File: src/flash_protect_map.svh
// Purpose: constants for the flash protection and identification host controller
// Assumes: core clock 10 MHz; device pins driven directly by this controller
// Notes:   every offset, command and status code and timing count lives here as a macro
`ifndef FLASH_PROTECT_MAP_SVH
`define FLASH_PROTECT_MAP_SVH

`define CLK_PERIOD_NS        100
// Shortest strobe low time; keeps well clear of the glitch filter width
`define GLITCH_NS            5
`define STROBE_LOW_NS        200
`define STROBE_LOW_CYC       ((`STROBE_LOW_NS + `CLK_PERIOD_NS - 1) / `CLK_PERIOD_NS)
`define SETUP_NS             100
`define SETUP_CYC            ((`SETUP_NS + `CLK_PERIOD_NS - 1) / `CLK_PERIOD_NS)

// Unlock and command cycles
`define UNLOCK_ADDR1         22'h000555
`define UNLOCK_DATA1         8'hAA
`define UNLOCK_ADDR2         22'h0002AA
`define UNLOCK_DATA2         8'h55
`define ID_CMD_DATA          8'h90
`define RESET_CMD_DATA       8'hF0

// Identification address fields
`define ID_BIT6              6
`define ID_BIT1              1
`define ID_BIT0              0
`define SECTOR_LSB           16
`define SECTOR_MSB           21
`define PROTECTED_CODE       8'h01
`define UNPROTECTED_CODE     8'h00

`endif

File: src/flash_protect_pkg.sv
// Purpose: types shared by the host controller files
// Assumes: nothing beyond the map header
// Notes:   one-hot state codes written out
package flash_protect_pkg;
    typedef enum logic [3:0] {
        OP_READ_ARRAY = 4'h0,
        OP_ID_HV      = 4'h1,
        OP_ID_CMD     = 4'h2,
        OP_PROGRAM    = 4'h3,
        OP_ERASE      = 4'h4,
        OP_RESET_CMD  = 4'h5
    } op_t;

    typedef enum logic [2:0] {
        ID_MAKER  = 3'h1,
        ID_PART   = 3'h2,
        ID_STATUS = 3'h4
    } id_sel_t;

    typedef enum logic [6:0] {
        ST_IDLE   = 7'b0000001,
        ST_SETUP  = 7'b0000010,
        ST_STROBE = 7'b0000100,
        ST_HOLD   = 7'b0001000,
        ST_READ   = 7'b0010000,
        ST_SAMPLE = 7'b0100000,
        ST_DONE   = 7'b1000000
    } state_t;
endpackage

File: src/bus_cycle_timer.sv
// Purpose: counts one bus phase of a programmable number of core clocks
// Assumes: load and count on the same clock as the caller
// Notes:   expired is a level while the count sits at zero
`timescale 1ns/1ps
module bus_cycle_timer #(
    parameter int WIDTH = 4
) (
    input  wire logic             core_clk,
    input  wire logic             rst_n,
    input  wire logic             load,
    input  wire logic [WIDTH-1:0] count,
    output logic                  expired
);
    logic [WIDTH-1:0] remain;

    initial begin
        if (WIDTH < 2) begin
            $error("bus_cycle_timer WIDTH too small");
        end
    end

    // Load wins over counting so a new phase restarts cleanly
    always_ff @(posedge core_clk or negedge rst_n) begin
        if (!rst_n) begin
            remain <= '0;
        end else if (load) begin
            remain <= count;
        end else if (remain != '0) begin
            remain <= remain - 1'b1;
        end
    end

    // Pure count compare: the caller's load is decoded from expired, so no path may lead back
    assign expired = (remain == '0);
endmodule

File: src/flash_protect_host.sv
// Purpose: host that drives a parallel flash for id reads, commands and writes
// Assumes: elevated voltages are switched by outside circuits from qualifier outputs
// Notes:   one request at a time; req taken only while ready is high
`timescale 1ns/1ps
`include "flash_protect_map.svh"
module flash_protect_host
    import flash_protect_pkg::*;
#(
    parameter int ADDR_W = 22,
    parameter int SETUP_CYCLES  = `SETUP_CYC,
    parameter int STROBE_CYCLES = `STROBE_LOW_CYC
) (
    input  wire logic                  core_clk,
    input  wire logic                  reset_n,
    input  wire logic                  req,
    input  wire flash_protect_pkg::op_t op,
    input  wire logic [ADDR_W-1:0]     req_addr,
    input  wire logic [7:0]            req_data,
    input  wire logic                  temp_unprotect,
    output logic                       ready,
    output logic                       done,
    output logic [7:0]                 rd_data,
    output logic                       sector_protected,
    output logic [ADDR_W-1:0]          flash_addr,
    output logic [7:0]                 data_out_bus,
    output logic                       data_oe,
    input  wire logic [7:0]            data_in_bus,
    output logic                       chip_sel_n,
    output logic                       out_en_n,
    output logic                       write_n,
    output logic                       flash_reset_n,
    output logic                       addr_bit_nine_hv,
    output logic                       out_en_hv,
    output logic                       reset_hv
);
    import flash_protect_pkg::*;

    initial begin
        if (ADDR_W != `SECTOR_MSB + 1) begin
            $error("flash_protect_host ADDR_W must cover sector bits");
        end
        if (STROBE_CYCLES < 1 || STROBE_CYCLES > 15 || SETUP_CYCLES < 1 || SETUP_CYCLES > 15) begin
            $error("flash_protect_host phase counts out of range");
        end
    end

    // Reset release through two flops
    logic rst_meta;
    logic rst_n;
    always_ff @(posedge core_clk or negedge reset_n) begin
        if (!reset_n) begin
            rst_meta <= 1'b0;
            rst_n    <= 1'b0;
        end else begin
            rst_meta <= 1'b1;
            rst_n    <= rst_meta;
        end
    end

    // Pin input through three flops; change taken when last two agree
    logic [7:0] din_s1;
    logic [7:0] din_s2;
    logic [7:0] din_s3;
    always_ff @(posedge core_clk or negedge rst_n) begin
        if (!rst_n) begin
            din_s1     <= 8'h00;
            din_s2     <= 8'h00;
            din_s3     <= 8'h00;
        end else begin
            din_s1 <= data_in_bus;
            din_s2 <= din_s1;
            din_s3 <= din_s2;
        end
    end

    // Id address pattern for the three identifier kinds
    function automatic logic [ADDR_W-1:0] id_addr(input id_sel_t sel, input logic [ADDR_W-1:0] base);
        logic [ADDR_W-1:0] a;
        a = base & {{(ADDR_W-`SECTOR_LSB){1'b1}}, {`SECTOR_LSB{1'b0}}};
        a[`ID_BIT1] = (sel == ID_STATUS);
        a[`ID_BIT0] = (sel == ID_PART);
        a[`ID_BIT6] = 1'b0;
        return a;
    endfunction

    state_t          state;
    state_t          next_state;
    op_t             cur_op;
    logic [2:0]      cyc_idx;
    logic [2:0]      cyc_last;
    logic            timer_load;
    logic [3:0]      timer_count;
    logic            timer_expired;
    logic [ADDR_W-1:0] cyc_addr;
    logic [7:0]      cyc_data;
    logic            is_read_op;
    logic [ADDR_W-1:0] latched_addr;
    logic [7:0]      latched_data;
    op_t             op_now;

    bus_cycle_timer #(.WIDTH(4)) phase_timer (
        .core_clk (core_clk),
        .rst_n    (rst_n),
        .load     (timer_load),
        .count    (timer_count),
        .expired  (timer_expired)
    );

    // Write cycles of each operation; unlock pair precedes every command except the reset command
    assign is_read_op = (cur_op == OP_ID_HV) || (cur_op == OP_READ_ARRAY)
                      || (cur_op == OP_ID_CMD && cyc_idx == 3'd3);
    assign cyc_last = (cur_op == OP_ID_CMD) ? 3'd3 :
                      (cur_op == OP_PROGRAM || cur_op == OP_ERASE) ? 3'd3 :
                      (cur_op == OP_RESET_CMD) ? 3'd0 : 3'd0;
    assign cyc_addr = (is_read_op) ? latched_addr :
                      (cyc_idx == 3'd0 && cur_op != OP_RESET_CMD) ? `UNLOCK_ADDR1 :
                      (cyc_idx == 3'd1) ? `UNLOCK_ADDR2 :
                      (cyc_idx == 3'd2) ? `UNLOCK_ADDR1 : latched_addr;
    assign cyc_data = (cur_op == OP_RESET_CMD) ? `RESET_CMD_DATA :
                      (cyc_idx == 3'd0) ? `UNLOCK_DATA1 :
                      (cyc_idx == 3'd1) ? `UNLOCK_DATA2 :
                      (cyc_idx == 3'd2 && cur_op == OP_ID_CMD) ? `ID_CMD_DATA :
                      latched_data;
    assign timer_count = (next_state == ST_SETUP) ? SETUP_CYCLES[3:0] : STROBE_CYCLES[3:0];
    assign timer_load  = (next_state != state) && (next_state == ST_SETUP || next_state == ST_STROBE
                       || next_state == ST_READ || next_state == ST_HOLD);
    assign ready = (state == ST_IDLE);
    // Operation in force this cycle; cur_op lags one edge behind the take
    assign op_now = (state == ST_IDLE) ? op : cur_op;

    // Sequencer next state
    always_comb begin
        next_state = state;
        unique case (state)
            ST_IDLE:   if (req) next_state = ST_SETUP;
            ST_SETUP:  if (timer_expired) next_state = is_read_op ? ST_READ : ST_STROBE;
            ST_STROBE: if (timer_expired) next_state = ST_HOLD;
            ST_HOLD:   if (timer_expired) next_state = (cyc_idx == cyc_last) ? ST_DONE : ST_SETUP;
            ST_READ:   if (timer_expired) next_state = ST_SAMPLE;
            ST_SAMPLE: if (din_s2 == din_s3) next_state = ST_DONE;
            ST_DONE:   next_state = ST_IDLE;
        endcase
    end

    always_ff @(posedge core_clk or negedge rst_n) begin
        if (!rst_n) begin
            state        <= ST_IDLE;
            cur_op       <= OP_READ_ARRAY;
            cyc_idx      <= 3'd0;
            latched_addr <= '0;
            latched_data <= 8'h00;
        end else begin
            state <= next_state;
            if (state == ST_IDLE && req) begin
                cur_op       <= op;
                cyc_idx      <= 3'd0;
                latched_addr <= (op == OP_ID_HV) ? id_addr(id_sel_t'(req_data[2:0]), req_addr) : req_addr;
                latched_data <= req_data;
            end else if (state == ST_HOLD && timer_expired && cyc_idx != cyc_last) begin
                cyc_idx <= cyc_idx + 3'd1;
            end
        end
    end

    // Read results; status byte equal to 01 means the sector block is protected
    always_ff @(posedge core_clk or negedge rst_n) begin
        if (!rst_n) begin
            rd_data          <= 8'h00;
            sector_protected <= 1'b0;
        end else if (state == ST_SAMPLE && next_state == ST_DONE) begin
            rd_data          <= din_s3;                                   // Settled: second and third agree
            sector_protected <= (din_s3 == `PROTECTED_CODE);
        end
    end

    // Pin drive; write strobes long and clean, never overlapping output enable
    always_ff @(posedge core_clk or negedge rst_n) begin
        if (!rst_n) begin
            flash_addr       <= '0;
            data_out_bus     <= 8'h00;
            data_oe          <= 1'b0;
            chip_sel_n       <= 1'b1;
            out_en_n         <= 1'b1;
            write_n          <= 1'b1;
            addr_bit_nine_hv <= 1'b0;
        end else begin
            flash_addr       <= cyc_addr;
            data_out_bus     <= cyc_data;
            data_oe          <= (next_state == ST_SETUP || next_state == ST_STROBE || next_state == ST_HOLD)
                             && !is_read_op;
            chip_sel_n       <= !(next_state == ST_STROBE || next_state == ST_READ || next_state == ST_SAMPLE);
            write_n          <= !(next_state == ST_STROBE);
            out_en_n         <= !(next_state == ST_READ || next_state == ST_SAMPLE);
            addr_bit_nine_hv <= (op_now == OP_ID_HV) && (next_state != ST_IDLE);
        end
    end

    // Reset pin follows core reset; elevated reset only on request
    assign flash_reset_n = rst_n;
    assign reset_hv      = temp_unprotect && rst_n;
    assign out_en_hv     = 1'b0;
    assign done          = (state == ST_DONE);

    // Assertions
    write_excl_a: assert property (@(posedge core_clk) disable iff (!rst_n)
        !write_n |-> (!chip_sel_n && out_en_n)) else $error("write without proper strobes");
    write_width_a: assert property (@(posedge core_clk) disable iff (!rst_n)
        $fell(write_n) |-> !write_n [*2]) else $error("write pulse too short");
    hv_read_a: assert property (@(posedge core_clk) disable iff (!rst_n)
        (addr_bit_nine_hv && !out_en_n) |-> (!chip_sel_n && write_n)) else $error("id read pins wrong");
    id_addr_a: assert property (@(posedge core_clk) disable iff (!rst_n)
        (addr_bit_nine_hv && !out_en_n) |-> !flash_addr[`ID_BIT6]) else $error("id address bit six high");
    unlock_first_a: assert property (@(posedge core_clk) disable iff (!rst_n)
        ($fell(write_n) && cyc_idx == 3'd0 && cur_op == OP_PROGRAM) |-> flash_addr == `UNLOCK_ADDR1)
        else $error("program without unlock");
    done_pulse_a: assert property (@(posedge core_clk) disable iff (!rst_n)
        done |=> !done && ready) else $error("done not one pulse");
    alt_off_a: assert property (@(posedge core_clk) disable iff (!rst_n)
        !out_en_hv) else $error("alternate voltage driven");
    status_a: assert property (@(posedge core_clk) disable iff (!rst_n)
        (state == ST_SAMPLE && next_state == ST_DONE && din_s3 == 8'h00) |=> !sector_protected)
        else $error("status decode wrong");
    bus_turn_a: assert property (@(posedge core_clk) disable iff (!rst_n)
        !out_en_n |-> !data_oe) else $error("host drives data during read");
    cov_hv: cover property (@(posedge core_clk) disable iff (!rst_n) done && cur_op == OP_ID_HV);
    cov_cmd: cover property (@(posedge core_clk) disable iff (!rst_n) done && cur_op == OP_ID_CMD);
    cov_prog: cover property (@(posedge core_clk) disable iff (!rst_n) done && cur_op == OP_PROGRAM);
endmodule

File: config.mk
export PLATFORM = sky130hd
export DESIGN_NAME = flash_protect_host
export DESIGN_NICKNAME = d
export VERILOG_FILES = /design/src/flash_protect_pkg.sv /design/src/bus_cycle_timer.sv /design/src/flash_protect_host.sv
export VERILOG_INCLUDE_DIRS = /design/src
export SDC_FILE = /design/constraint.sdc
export NUM_CORES = 1
export LEC_CHECK = 0
export ABC_CLOCK_PERIOD_IN_PS = 3350
export BUFFER_PORTS_ARGS = -buffer_cell sky130_fd_sc_hd__buf_2
export CORE_MARGIN = 8
export CORE_UTILIZATION = 50
export DETAILED_ROUTE_END_ITERATION = 16
export GPL_ROUTABILITY_DRIVEN = 0
export PLACE_DENSITY_LB_ADDON = 0.08
export RECOVER_POWER = 100
export SETUP_SLACK_MARGIN = 0.1
export SYNTH_ARGS = -nofsm -noshare
export SYNTH_HDL_FRONTEND = slang
export SYNTH_SLANG_ARGS = --single-unit
File: constraint.sdc
create_clock -name core_clk -period 3.35 [get_ports core_clk]
set_clock_uncertainty 0.05 [all_clocks]
set_input_delay 0.1675 -clock core_clk [delete_from_list [all_inputs] [get_ports core_clk]]
set_output_delay 0.1675 -clock core_clk [all_outputs]
set_load 0.005 [all_outputs]
; ---- Word level (Yosys, flattened, before mapping)
; Index checks and enable logic that the tools add are counted.
[op_classes]
mux = 26
n_reduce_logical = 31
n_eq_ne = 32
add_sub_neg = 2
[ops]
columns = operator, count
row1 = $mux 22, 4
row2 = $mux 7, 7
row3 = $pmux 7 s7, 1
row4 = $mux 8, 4
row5 = $mux 16, 1
row6 = $eq 7x2->1 const B, 2
row7 = $eq 7x3->1 const B, 2
row8 = $eq 7x4->1 const B, 2
row9 = $eq 7x5->1 const B, 2
row10 = $eq 7x6->1 const B, 2
row11 = $eq 7x7->1 const B, 2
row12 = $eq 4x1->1 const B, 3
row13 = $mux 4, 3
row14 = $logic_and 1x1->1, 11
row15 = $logic_or 1x1->1, 10
row16 = $eq 3x2->1 const B, 3
row17 = $eq 4x2->1 const B, 2
row18 = $eq 4x3->1 const B, 2
row19 = $eq 8x1->1 const B, 1
row20 = $eq 8x8->1, 1
row21 = $logic_not 4->1, 2
row22 = $eq 7x1->1 const B, 1
row23 = $ne 7x1->1 const B, 1
row24 = $ne 7x7->1, 1
row25 = other kinds (14), 21
[word_totals]
elab_cells = 111
out_inout_bits = 49
ff_bits = 118
inputBits = 46

; ---- Longest topological paths before layout
; Gate-level depths: netlist of the first run.
[depth]
word_depth = 14
depth_mapped = 11
depth_no_buf = 10

; ---- By module
; A second synthesis of the first run with hierarchy kept.
[unflattened]
cells_unflattened = 451
area_unflattened_um2 = 4909.7
[modules_own_cells]
columns = mod, area_each_um2, cells_each, seq_area_each_um2, n_inst
row1 = flash_protect_host, 4675.7, 429, 2857.7, 1
row2 = bus_cycle_timer, 234.0, 22, 100.1, 1

; ---- Least setup slack after synthesis of the first run
; Ideal clock, no wire load.
[synth_timing]
path_kind = register -> output
startpoint = register rst_n (netlist: flash_reset_n)
endpoint = output reset_hv
path_stages_with_launch = 2
path_buffers = 0
required_time_ps = 3132
slack_ps = -82
arrival_ps = 3214
cell_sequence = dfrtp_1 > and2_1
[synth_between]
elab_chain_cells = 1
[synth_lines]
columns = item, line_no
row1 = from (decl), flash_protect_host.sv:49  ; logic rst_n;
row2 = from (signal assigned), flash_protect_host.sv:56  ; rst_n <= rst_meta;
row3 = $logic_and 1x1->1, flash_protect_host.sv:200  ; assign reset_hv = temp_unprotect && rst_n;
row4 = to (decl), flash_protect_host.sv:34  ; output logic reset_hv
; Every way passes these cells.

; ---- Worst setup path after layout of the first run
[layout_timing]
startpoint = register state[4]
endpoint = register data_oe
[layout_between]
elab_chain_cells = 6
word_cells_on_any_way = 20
classes_between = eq/ne: 10 / mux: 7 / reduce/logical: 3
[layout_lines]
columns = item, line_no
row1 = from (decl), flash_protect_host.sv:86  ; state_t state;
row2 = from (signal assigned), flash_protect_host.sv:153  ; state <= next_state;
row3 = "$eq 7x7->1, or another cell as far along", flash_protect_host.sv:134  ; unique case (state)
row4 = $pmux 7 s7 (*), flash_protect_host.sv:134
row5 = named net next_state[1], flash_protect_host.sv:87  ; state_t next_state;
row6 = $eq 7x2->1 / $eq 7x3->1 (equally long branches), flash_protect_host.sv:189  ; data_oe <= (next_state == ST_SETUP || next_state == ST_STROBE || next_state == ST_HOLD)
row7 = $logic_or 1x1->1, flash_protect_host.sv:189
row8 = $logic_or 1x1->1 (*), flash_protect_host.sv:189
row9 = $logic_and 1x1->1 (*), flash_protect_host.sv:190  ; && !is_read_op;
row10 = to (signal assigned), flash_protect_host.sv:189
row11 = to (decl), flash_protect_host.sv:26  ; output logic data_oe,
; The timed path passes the listed nets; every way through them passes the cells marked *.
; A chain may end at the register's enable or synchronous reset.

==> flow_summary_export.csv, run 1 <==
group,metric,value,unit
run_status,status,"finished with violations",
run_status,violations,"capacitance limit, slew limit",
timing,slew-limit-headroom,-1.37,%
critical_path,cp_slowest_cell,"or4b_2",
routing,drt_pre_antenna_iters,4,
floorplan,die_h,116,um
timing,fmax,330,MHz
logic_synthesis,async_flop_share,100,%
routing,wl,12100,um
clock_network,cts_tree,"built",
timing,finalSetupViolCount,0,
timing,final.setup.tns,0,ns
final_layout,multiInputGateArea,0.00188,mm2
power,ir_drop,426,uV
final_layout,final_layout_size_suffix_gt1_share,17.7,%
critical_path,critPathLaunchType,"register",
timing,post-route-min-period,3.03,ns
logic_synthesis,netlist_area,0.00503,mm2
routing,ant_nets,0,
global_route,antenna_found_initial,0,
routing,vias,4014,
final_layout,fillers,810,
final_layout,n_antenna_cell,0,
global_route,grt_overflow_total,0,
routing,wl_per_cell,15.8,um
logic_synthesis,ys_seq_area_share,58.8,%
critical_path,cp-end-kind,"register",
clock_network,htree_levels,4,
clock_network,cts.sinks,118,
final_layout,fin_cells,766,
final_layout,final_area,0.00649,mm2
logic_synthesis,syn_avg_cell_area,10.4,um2
floorplan,die_area,0.0135,mm2
critical_path,slowest_delay,0.74,ns
logic_synthesis,synth_edf_count,0,
routing,drc,0,
job,cap_violations,1,
final_layout,final_util,66.4,%
final_layout,final_common_cell,"dfrtp_1",
critical_path,arrival,3.38,ns
floorplan,initial_core_util,51.4,%
global_route,grt_pass1_vias,4267,
timing,tightest_slew,1.52,ns
floorplan,die_w,116,um
critical_path,crit_buf_inv,0,
clock_network,clkTransAtPathRegs,0.05,ns
global_route,grt_max_degree,46,
critical_path,required,3.70,ns
logic_synthesis,ys.flop_type,"dfrtp_1",
critical_path,crit_chain,"or4b_2 -> o311ai_0 -> and2_0 -> a22oi_1 -> a31oi_1 -> nor3b_1 -> o31a_1",
logic_synthesis,yosys_warnings,0,
logic_synthesis,ys_ff_latch,118,
final_layout,final_cell_mix,"dfrtp_1 (114), nand2_1 (100), buf_2 (57)",
final_layout,nets,677,
final_layout,area.sequential,0.00296,mm2
logic_synthesis,syn-num-nets,535,
clock_network,postCtsSetupBuffers,0,
power,powerDensity,659,mW/mm2
place,io_buffer_count,93,
critical_path,critPathKind,"register to register",
place,dpl_cell_area,0.00562,mm2
timing,slew_viol_final,42,
global_route,track_usage,19.2,%
logic_synthesis,syn_inst,483,
clock_network,root_buffer,"clkbuf_8",
timing,finalCritPeriodShare,90.6,%
timing,rsz0062_at_grt,"no",
routing,vias_per_cell,5.24,
timing,hold_violations,0,
routing,drt_iter0_drc,225,
clock_network,cts_made_buffers,17,
hold_path,hold_path.class,"input port to register",
floorplan,ios,95,
place,dp_cells,694,
logic_synthesis,synth_cell_types,59,
place,place_hpwl,8040,um
power,power,4270,uW
clock_network,cts_max_path_buffers,2,
critical_path,r2r_slack,0.32,ns
power,leakage,0.00327,uW
final_layout,area_delta_synth_final,29.1,%
global_route,grt_pass1_wl,20300,um
floorplan,rows,36,
critical_path,crit_family,"compound AO/OA/AOI/OAI gates",
critical_path,cp_max_fo,14,
clock_network,clk_latency,0.51,ns
floorplan,fp.coreArea,0.00977,mm2
==> report_power, final <==
group / leakage (uW) / switching (uW) / internal, uW
Combinational: 0.00148 / 581 / 443
Clock: 0.000250 / 572 / 957
Sequential: 0.00153 / 155 / 1570
==> state kept, by name (all words and copies together) (netlist names) <==
register and flops:
data_out_bus 8, addr_bit_nine_hv 1, latched_data 8, state 7, din_s2 8, flash_addr 22
flash_reset_n 1, phase_timer.remain 4, out_en_n 1, din_s1 8, latched_addr 22, data_oe 1
write_n 1, chip_sel_n 1, cyc_idx 3, cur_op 4, rd_data 8, sector_protected 1
din_s3 8, rst_meta 1
==> Yosys cell counts, types with 6 or more instances <==
| cell type | number | share of area, % |
|---|---|---|
| nand3_1 | 20 | 2.0 |
| nand2_1 | 100 | 7.5 |
| dfrtp_1 | 114 | 57 |
| inv_1 | 19 | 1.4 |
| and2_1 | 17 | 2.1 |
| nor4_1 | 7 | 0.87 |
| a21o_1 | 9 | 1.3 |
| clkbuf_1 | 15 | 1.1 |
| a21oi_1 | 16 | 1.6 |
| ha_1 | 6 | 1.5 |
| mux2_2 | 9 | 2.0 |
| nor2_1 | 29 | 2.2 |
| o21ai_0 | 11 | 1.1 |
| xor2_1 | 10 | 1.7 |
==> through the flow <==
stage,setup slack [ns],hold slack [ns]
detailed placement,0.294,-0.0952
global route,0.137,0.232
floorplan,0.501,-0.178
CTS,0.283,0.227
global placement,0.443,-0.0975
finish,0.316,0.246
==> layer usage <==
layer / vias to the layer above / part of all wire [%] / track usage, % / wire, um
met3: 22 / 4.8 / 4.55 / 577
met4: 0 / 1.9 / 10.2 / 228
met2: 101 / 52 / 32.5 / 6260
li1: 1919 / - / - / -
met1: 1972 / 42 / 22.2 / 5020
met5: - / 0 / 0 / 0
==> layout make-up <==
cell class	instances	area share, %
sequential	118	45.6
multi-input combinational	322	28.9
timing repair buffer	147	14.1
clock buffer	22	7.29
tap	133	2.57
inverter	19	1.10
clock inverter	5	0.424
==> worst paths after layout <==
| kind | from | endpoint | depth (start not counted) |
|---|---|---|---|
| hold reg to reg | din_s1[4] | din_s2[4] | 0 |
| max in group asynchronous | flash_reset_n | din_s1[5] | 1 |
| min in group asynchronous | reset_n | rst_meta | 3 |
| setup reg to reg | state[4] | data_oe | 7 |
| hold / removal | data_in_bus[1] | din_s1[1] | 2 |
| setup / recovery | state[4] | data_oe | 7 |
==> kinds of logic (layout without fill, tap and decap cells) <==
family	count (synthesis)	count (layout)	share of synthesized area, %
other	2	2	0.149
buffers and inverters	43	193	3.68
AO/OA/AOI/OAI	68	68	9.24
XOR/XNOR	14	14	2.44
flip-flops	118	118	58.8
AND/OR/NAND/NOR	223	223	22.1
multiplexers	9	9	2.02
adder cells (fa/ha/maj)	6	6	1.49
==> what timing repair did <==
action,in CTS,in global routing
endpoints found under the hold margin,45,0
hold buffers,45,0
resized for setup,0,1
endpoints found under the setup margin,0,1
Note: power is estimated with default switching activity, not from simulation.
==> inputs of run 2 (changes only) <==
--- a/config.mk
+++ b/config.mk
@@ -12,8 +12,8 @@
 export CORE_UTILIZATION = 50
 export DETAILED_ROUTE_END_ITERATION = 16
 export GPL_ROUTABILITY_DRIVEN = 0
+export MAX_ROUTING_LAYER = met4
 export PLACE_DENSITY_LB_ADDON = 0.08
-export RECOVER_POWER = 100
 export SETUP_SLACK_MARGIN = 0.1
 export SYNTH_ARGS = -nofsm -noshare
 export SYNTH_HDL_FRONTEND = slang
==> run 2 against run 1 <==
The flow now finishes without violations. Combinational power about the same. First-iteration DRC count up 8.4%. Critical path depth unchanged. Clock power about the same. Critical path type unchanged. Largest cell class unchanged. Highest routed layer unchanged.
==> flow_summary_export.csv, run 2 (synthesis gave the netlist of run 1 again) <==
group,metric,value,unit
critical_path,crit_top_cell,"nor4_2",
clock_network,cts_made_buffers,17,
routing,wl,12100,um
place,io_buffer_count,93,
floorplan,rows,36,
clock_network,cts_max_path_buffers,2,
hold_path,hold_path.class,"register to async pin",
clock_network,cts_tree,"built",
routing,drt_iter0_drc,244,
global_route,grt_use_met3,4.29,%
run_status,status,"finished clean",
timing,slew_viol_final,0,
critical_path,arrival,3.38,ns
final_layout,n_antenna_cell,0,
final_layout,final_common_cell,"dfrtp_1",
timing,final.setup.tns,0,ns
clock_network,clkTransAtPathRegs,0.05,ns
place,place_hpwl,8040,um
power,ir_drop,426,uV
global_route,use_met1,22.8,%
floorplan,die_h,116,um
timing,hold_violations,0,
global_route,track_usage,19.8,%
floorplan,initial_core_util,51.4,%
clock_network,root_buffer,"clkbuf_8",
final_layout,final_cell_mix,"dfrtp_1 (113), nand2_1 (100), buf_2 (93)",
clock_network,htree_levels,4,
critical_path,critPathLaunchType,"register",
critical_path,slowest_delay,0.61,ns
final_layout,final_layout_size_suffix_gt1_share,24.3,%
timing,slew-limit-headroom,32.4,%
global_route,antenna_found_initial,0,
critical_path,cp_slowest_cell,"or4_1",
timing,tightest_slew,1.00,ns
critical_path,startpoint,"state[4]",
floorplan,ios,95,
routing,vias,4009,
timing,rsz0062_at_grt,"no",
clock_network,clk_latency,0.51,ns
power,powerDensity,655,mW/mm2
floorplan,fp.coreArea,0.00977,mm2
place,dp_cells,694,
global_route,top_usage_layer,"met2",
global_route,grt_overflow_total,0,
final_layout,fin_cells,766,
timing,fmax,326,MHz
clock_network,cts.sinks,118,
timing,post-route-min-period,3.07,ns
global_route,grt_pass1_vias,4263,
timing,finalCritPeriodShare,91.6,%
final_layout,nets,677,
routing,vias_per_cell,5.23,
global_route,grt_pass1_wl,20300,um
final_layout,fillers,778,
critical_path,cp-end-kind,"register",
routing,drt_pre_antenna_iters,4,
global_route,grt_max_degree,46,
floorplan,die_w,116,um
final_layout,area_delta_synth_final,30.6,%
critical_path,r2r_start,"state[4]",
floorplan,die_area,0.0135,mm2
critical_path,cp_max_fo,14,
critical_path,required,3.66,ns
final_layout,largestRegisters,"flash_addr (22), latched_addr (22)",
routing,wl_per_cell,15.8,um
critical_path,crit_chain,"or4_1 -> nor4_2 -> a2111oi_1 -> nand2_1 -> o311ai_0 -> nor4_2 -> a41oi_1",
power,leakage,0.00344,uW
routing,drc,0,
critical_path,critPathKind,"register to register",
global_route,grt_use_met2,32.6,%
routing,ant_nets,0,
clock_network,postCtsSetupBuffers,0,
timing,finalSetupViolCount,0,
job,cap_violations,0,
-- run 2: timing repair --
action | CTS | global route
hold endpoints to repair | 45 | 0
setup endpoints to repair | 0 | 1
hold buffers | 45 | 0
resized for setup | 0 | 1
-- run 2: worst paths after layout --
| path | end | slack, ns | depth (start not counted) |
|---|---|---|---|
| setup / recovery | addr_bit_nine_hv | 0.28 | 7 |
| max in group asynchronous | din_s1[5] | 2.09 | 1 |
| min in group core_clk | din_s1[1] | 0.25 | 2 |
| hold reg to reg | latched_data[5] | 0.25 | 0 |
| setup reg to reg | addr_bit_nine_hv | 0.28 | 7 |
| hold / removal | latched_data[5] | 0.25 | 0 |
-- run 2: report_power, final --
part / leakage [uW] / total, uW / internal (uW) / switching (uW)
clock: 0.000250 / 1530 / 957 / 572
sequential: 0.00153 / 1720 / 1570 / 155
combinational: 0.00165 / 1050 / 465 / 583
-- run 2: worst max-delay path, delay by kind of cell (launching register included) --
| family | cells | cell delay (ns) |
|---|---|---|
| AOI/OAI and AO/OA | 3 | 0.66 |
| and+or+nand+nor | 4 | 1.66 |
| DFF | 1 | 0.53 |
-- run 2: area by class of cell --
type / count / area (um2) / share of cell area (%)
clock buffers: 22 / 473 / 7.20
clock inverters: 5 / 27.5 / 0.419
inverters: 19 / 71.3 / 1.09
multi-input cells: 322 / 1880 / 28.7
flip-flops and latches: 118 / 2960 / 45.1
well taps: 133 / 166 / 2.53
repair buffers: 147 / 983 / 15.0
-- run 2: through the flow --
step	area (um2)	setup WS, ns	util [%]	hold slack [ns]	total power [uW]
2_1_floorplan	5030	0.501	-	-0.178	2460
3_3_place_gp	5620	0.443	57.5	-0.0975	2710
3_5_place_dp	5620	0.294	57.5	-0.0952	2730
4_1_cts	6570	0.283	67.2	0.227	4330
5_1_grt	6570	0.114	67.2	0.230	4560
6_report	6570	0.280	67.2	0.248	4300
-- run 2: per-layer routing --
metal	routed length [um]	share of wire, %	vias to the layer above
met3	490	4.1	23
met1	5140	43	1969
met5	0	0	-
li1	-	-	1918
met4	212	1.8	0
met2	6230	52	99
==> inputs of run 3 (changes only) <==
--- a/config.mk
+++ b/config.mk
@@ -6,6 +6,7 @@
 export SDC_FILE = /design/constraint.sdc
 export NUM_CORES = 1
 export LEC_CHECK = 0
+export ABC_AREA = 1
 export ABC_CLOCK_PERIOD_IN_PS = 3350
 export BUFFER_PORTS_ARGS = -buffer_cell sky130_fd_sc_hd__buf_2
 export CORE_MARGIN = 8
@@ -13,7 +14,7 @@
 export DETAILED_ROUTE_END_ITERATION = 16
 export GPL_ROUTABILITY_DRIVEN = 0
 export MAX_ROUTING_LAYER = met4
-export PLACE_DENSITY_LB_ADDON = 0.08
+export PLACE_DENSITY = 0.76
 export SETUP_SLACK_MARGIN = 0.1
 export SYNTH_ARGS = -nofsm -noshare
 export SYNTH_HDL_FRONTEND = slang
==> run 3 against run 2 <==
Count of clock-buffer cells in the layout is 1 lower. Cell area is 2.2% higher. Critical path type unchanged. Sequential power is 9% higher. Final cell count is 8.2% higher.
==> flow_summary_export.csv, run 3 <==
group,metric,value,unit
logic_synthesis,synth_cell_types,39,
power,pwr-share-seq,35.9,%
logic_synthesis,synth_simple_gate_area_share,22.5,%
critical_path,cp_max_fo,8,
final_layout,final_common_cell,"nand2_1",
final_layout,area_delta_synth_final,33.4,%
place,dp_slack,1.00,ns
timing,final.setup.tns,0,ns
power,power_switching,1730,uW
logic_synthesis,yosysMostFrequentCell,"nand2_1",
timing,finalSetupViolCount,0,
global_route,grt_pass1_vias,4519,
logic_synthesis,ys_ff_latch,118,
power,power,5240,uW
logic_synthesis,synthMuxAreaShare,0.423,%
clock_network,clkTransAtPathRegs,0.06,ns
power,swShare,33.1,%
job,cap_violations,0,
place,dp_cells,752,
critical_path,crit_family,"simple AND/OR/NAND/NOR gates",
timing,slew-limit-headroom,59.1,%
final_layout,nets,734,
routing,wl_per_cell,15.8,um
final_layout,fin_cells,829,
timing,rsz0062_at_grt,"no",
logic_synthesis,synth_top_family_by_area,"simple AND/OR/NAND/NOR gates",
logic_synthesis,ys.flop_type,"dfrtp_1",
critical_path,crit_chain,"inv_1 -> ha_1 -> nand2_1 -> nor2_4 -> nand3_1 -> nand3_2 -> nand2_1 -> inv_2 -> nand2_2 -> nand2_2 -> nand2_2 -> nor2_1 -> nand2_2 -> nand4_2 -> nand3_1 -> nand2_1 -> nand2_1",
final_layout,final_layout_size_suffix_gt1_share,25.2,%
clock_network,cts.sinks,118,
critical_path,startpoint,"phase_timer.remain[0]",
logic_synthesis,yosysTopAreaCell,"dfrtp_1",
final_layout,largestRegisters,"flash_addr (22), latched_addr (22)",
critical_path,rr_worst_depth,17,
hold_path,whs_path_depth,3,
clock_network,cts_made_buffers,17,
logic_synthesis,syn-num-nets,587,
critical_path,crit_buf_inv,2,
global_route,grt_overflow_total,0,
timing,finalCritPeriodShare,72.6,%
timing,tightest_slew,0.613,ns
clock_network,clk_latency,0.52,ns
logic_synthesis,ys_seq_area_share,58.8,%
floorplan,die_area,0.0135,mm2
floorplan,rows,36,
place,io_buffer_count,93,
floorplan,ios,95,
critical_path,cp_slowest_cell,"dfrtp_1",
critical_path,r2r_slack,0.92,ns
logic_synthesis,synth_compound_area_share,8.78,%
critical_path,worst-path-stages,17,
global_route,track_usage,21.6,%
routing,wl_met2,6560,um
logic_synthesis,syn_avg_cell_area,9.40,um2
routing,vias,4286,
run_status,status,"finished clean",
critical_path,arrival,2.78,ns
power,ir_drop,433,uV
critical_path,cp-end-kind,"register",
power,powerDensity,780,mW/mm2
hold_path,min-delay-start,"req",
timing,hold_violations,0,
routing,vias_per_cell,5.17,
critical_path,slowest_delay,0.38,ns
logic_synthesis,yosys.area_share.xor_xnor,1.22,%
logic_synthesis,synth_top_area_share,56.7,%
logic_synthesis,synth_commonest_cells,"nand2_1 (124), dfrtp_1 (114), inv_1 (70)",
final_layout,fillers,715,
place,place_hpwl,8270,um
floorplan,initial_core_util,51.5,%
power,leakage,0.00344,uW
logic_synthesis,synthTopCellsByArea,"dfrtp_1 (57%), nand2_1 (9.3%), inv_1 (5.2%), o21ai_0 (3.5%), nand3_1 (2.8%)",
global_route,grt_pass1_wl,21900,um
floorplan,die_w,116,um
critical_path,r2r_start,"phase_timer.remain[0]",
logic_synthesis,async_flop_share,100,%
clock_network,root_buffer,"clkbuf_8",
clock_network,cts_tree,"built",
critical_path,critPathKind,"register to register",
logic_synthesis,synth_edf_count,0,
routing,drt_iter0_drc,313,
timing,fin_hold_ws,0.0491,ns
logic_synthesis,netlist_area,0.00503,mm2
critical_path,critPathCapture,"phase_timer.remain[1]",
hold_path,hold_path.class,"input port to register",
global_route,grt_max_degree,72,
timing,fmax,411,MHz
routing,wl,13100,um
routing,top_layer_used,"met4",
timing,slew_viol_final,0,
timing,post-route-min-period,2.43,ns
routing,drc,0,
clock_network,htree_levels,4,
clock_network,postCtsSetupBuffers,0,
critical_path,required,3.70,ns
power,pwr-share-comb,28.8,%
critical_path,critPathLaunchType,"register",
routing,drt_pre_antenna_iters,6,
timing,postLayoutSetupSlackWorst,0.918,ns
logic_synthesis,syn_inst,535,
global_route,antenna_found_initial,1,
routing,dr_wl_met3,1100,um
final_layout,final_cell_mix,"nand2_1 (124), dfrtp_1 (113), buf_2 (93)",
logic_synthesis,yosys_warnings,0,
floorplan,fp.coreArea,0.00977,mm2
logic_synthesis,yosys.area_share.adder,1.49,%
power,p_int,3510,uW
floorplan,die_h,116,um
power,p_clk_share,35.2,%
critical_path,rr_endpoint,"phase_timer.remain[1]",
routing,wl_met1,5150,um
routing,ant_nets,0,
clock_network,cts_max_path_buffers,2,
## run 3: kinds of logic after synthesis
logic type      after synthesis
other cells                   2
simple gates                237
buf+inv                      88
compound gates               75
flops                       118
mux                           2
fa+ha+maj                     6
xor+xnor                      7
## run 3: power groups by stage
stage	registers [uW]	clock network [uW]	logic, uW
after global placement	1890	0	1380
after floorplan	1920	0	917
after global routing	1920	1950	1700
after detailed placement	1900	0	1440
after CTS	1880	1870	1500
final	1880	1850	1510
## run 3: worst min-delay path, cell delays in order
cell and delay (ns):
buf_2 0.23, nand2_1 0.10, o22ai_1 0.06
## run 3: how the worst min path moves through the flow
stage | to | slack (ns)
2_1_floorplan | flash_reset_n | -0.18
3_3_place_gp | rst_meta | -0.1
3_5_place_dp | rst_meta | -0.09
4_1_cts | latched_addr[12] | 0.02
5_1_grt | latched_addr[5] | 0.05
6_report | latched_addr[12] | 0.05
## run 3: cell type report
class	count	area (um2)	area share, %
clock buffer	21	469	6.99
tap	133	166	2.48
inverter	75	282	4.19
timing repair buffer	141	948	14.1
antenna	1	2.50	0.0373
sequential	118	2960	44.1
clock inverter	11	146	2.18
multi-input combinational	329	1740	25.9
## run 3: stage by stage
step | utilization (%) | area [um2]
floorplan | - | 5030
global placement | 57.8 | 5650
detailed placement | 57.8 | 5650
CTS | 68.7 | 6710
global route | 68.7 | 6710
finish | 68.7 | 6710
## run 3: routing by layer
layer | up-vias | global-route usage [%]
met3 | 28 | 7.39
li1 | 2010 | -
met5 | - | -
met4 | 0 | 9.33
met1 | 2064 | 23.9
met2 | 184 | 34.9
## run 3: repair_timing
| action | 4_1_cts | 5_1_grt |
|---|---|---|
| resized for setup | 0 | 0 |
| hold endpoints to repair | 44 | 0 |
| hold buffers | 44 | 0 |
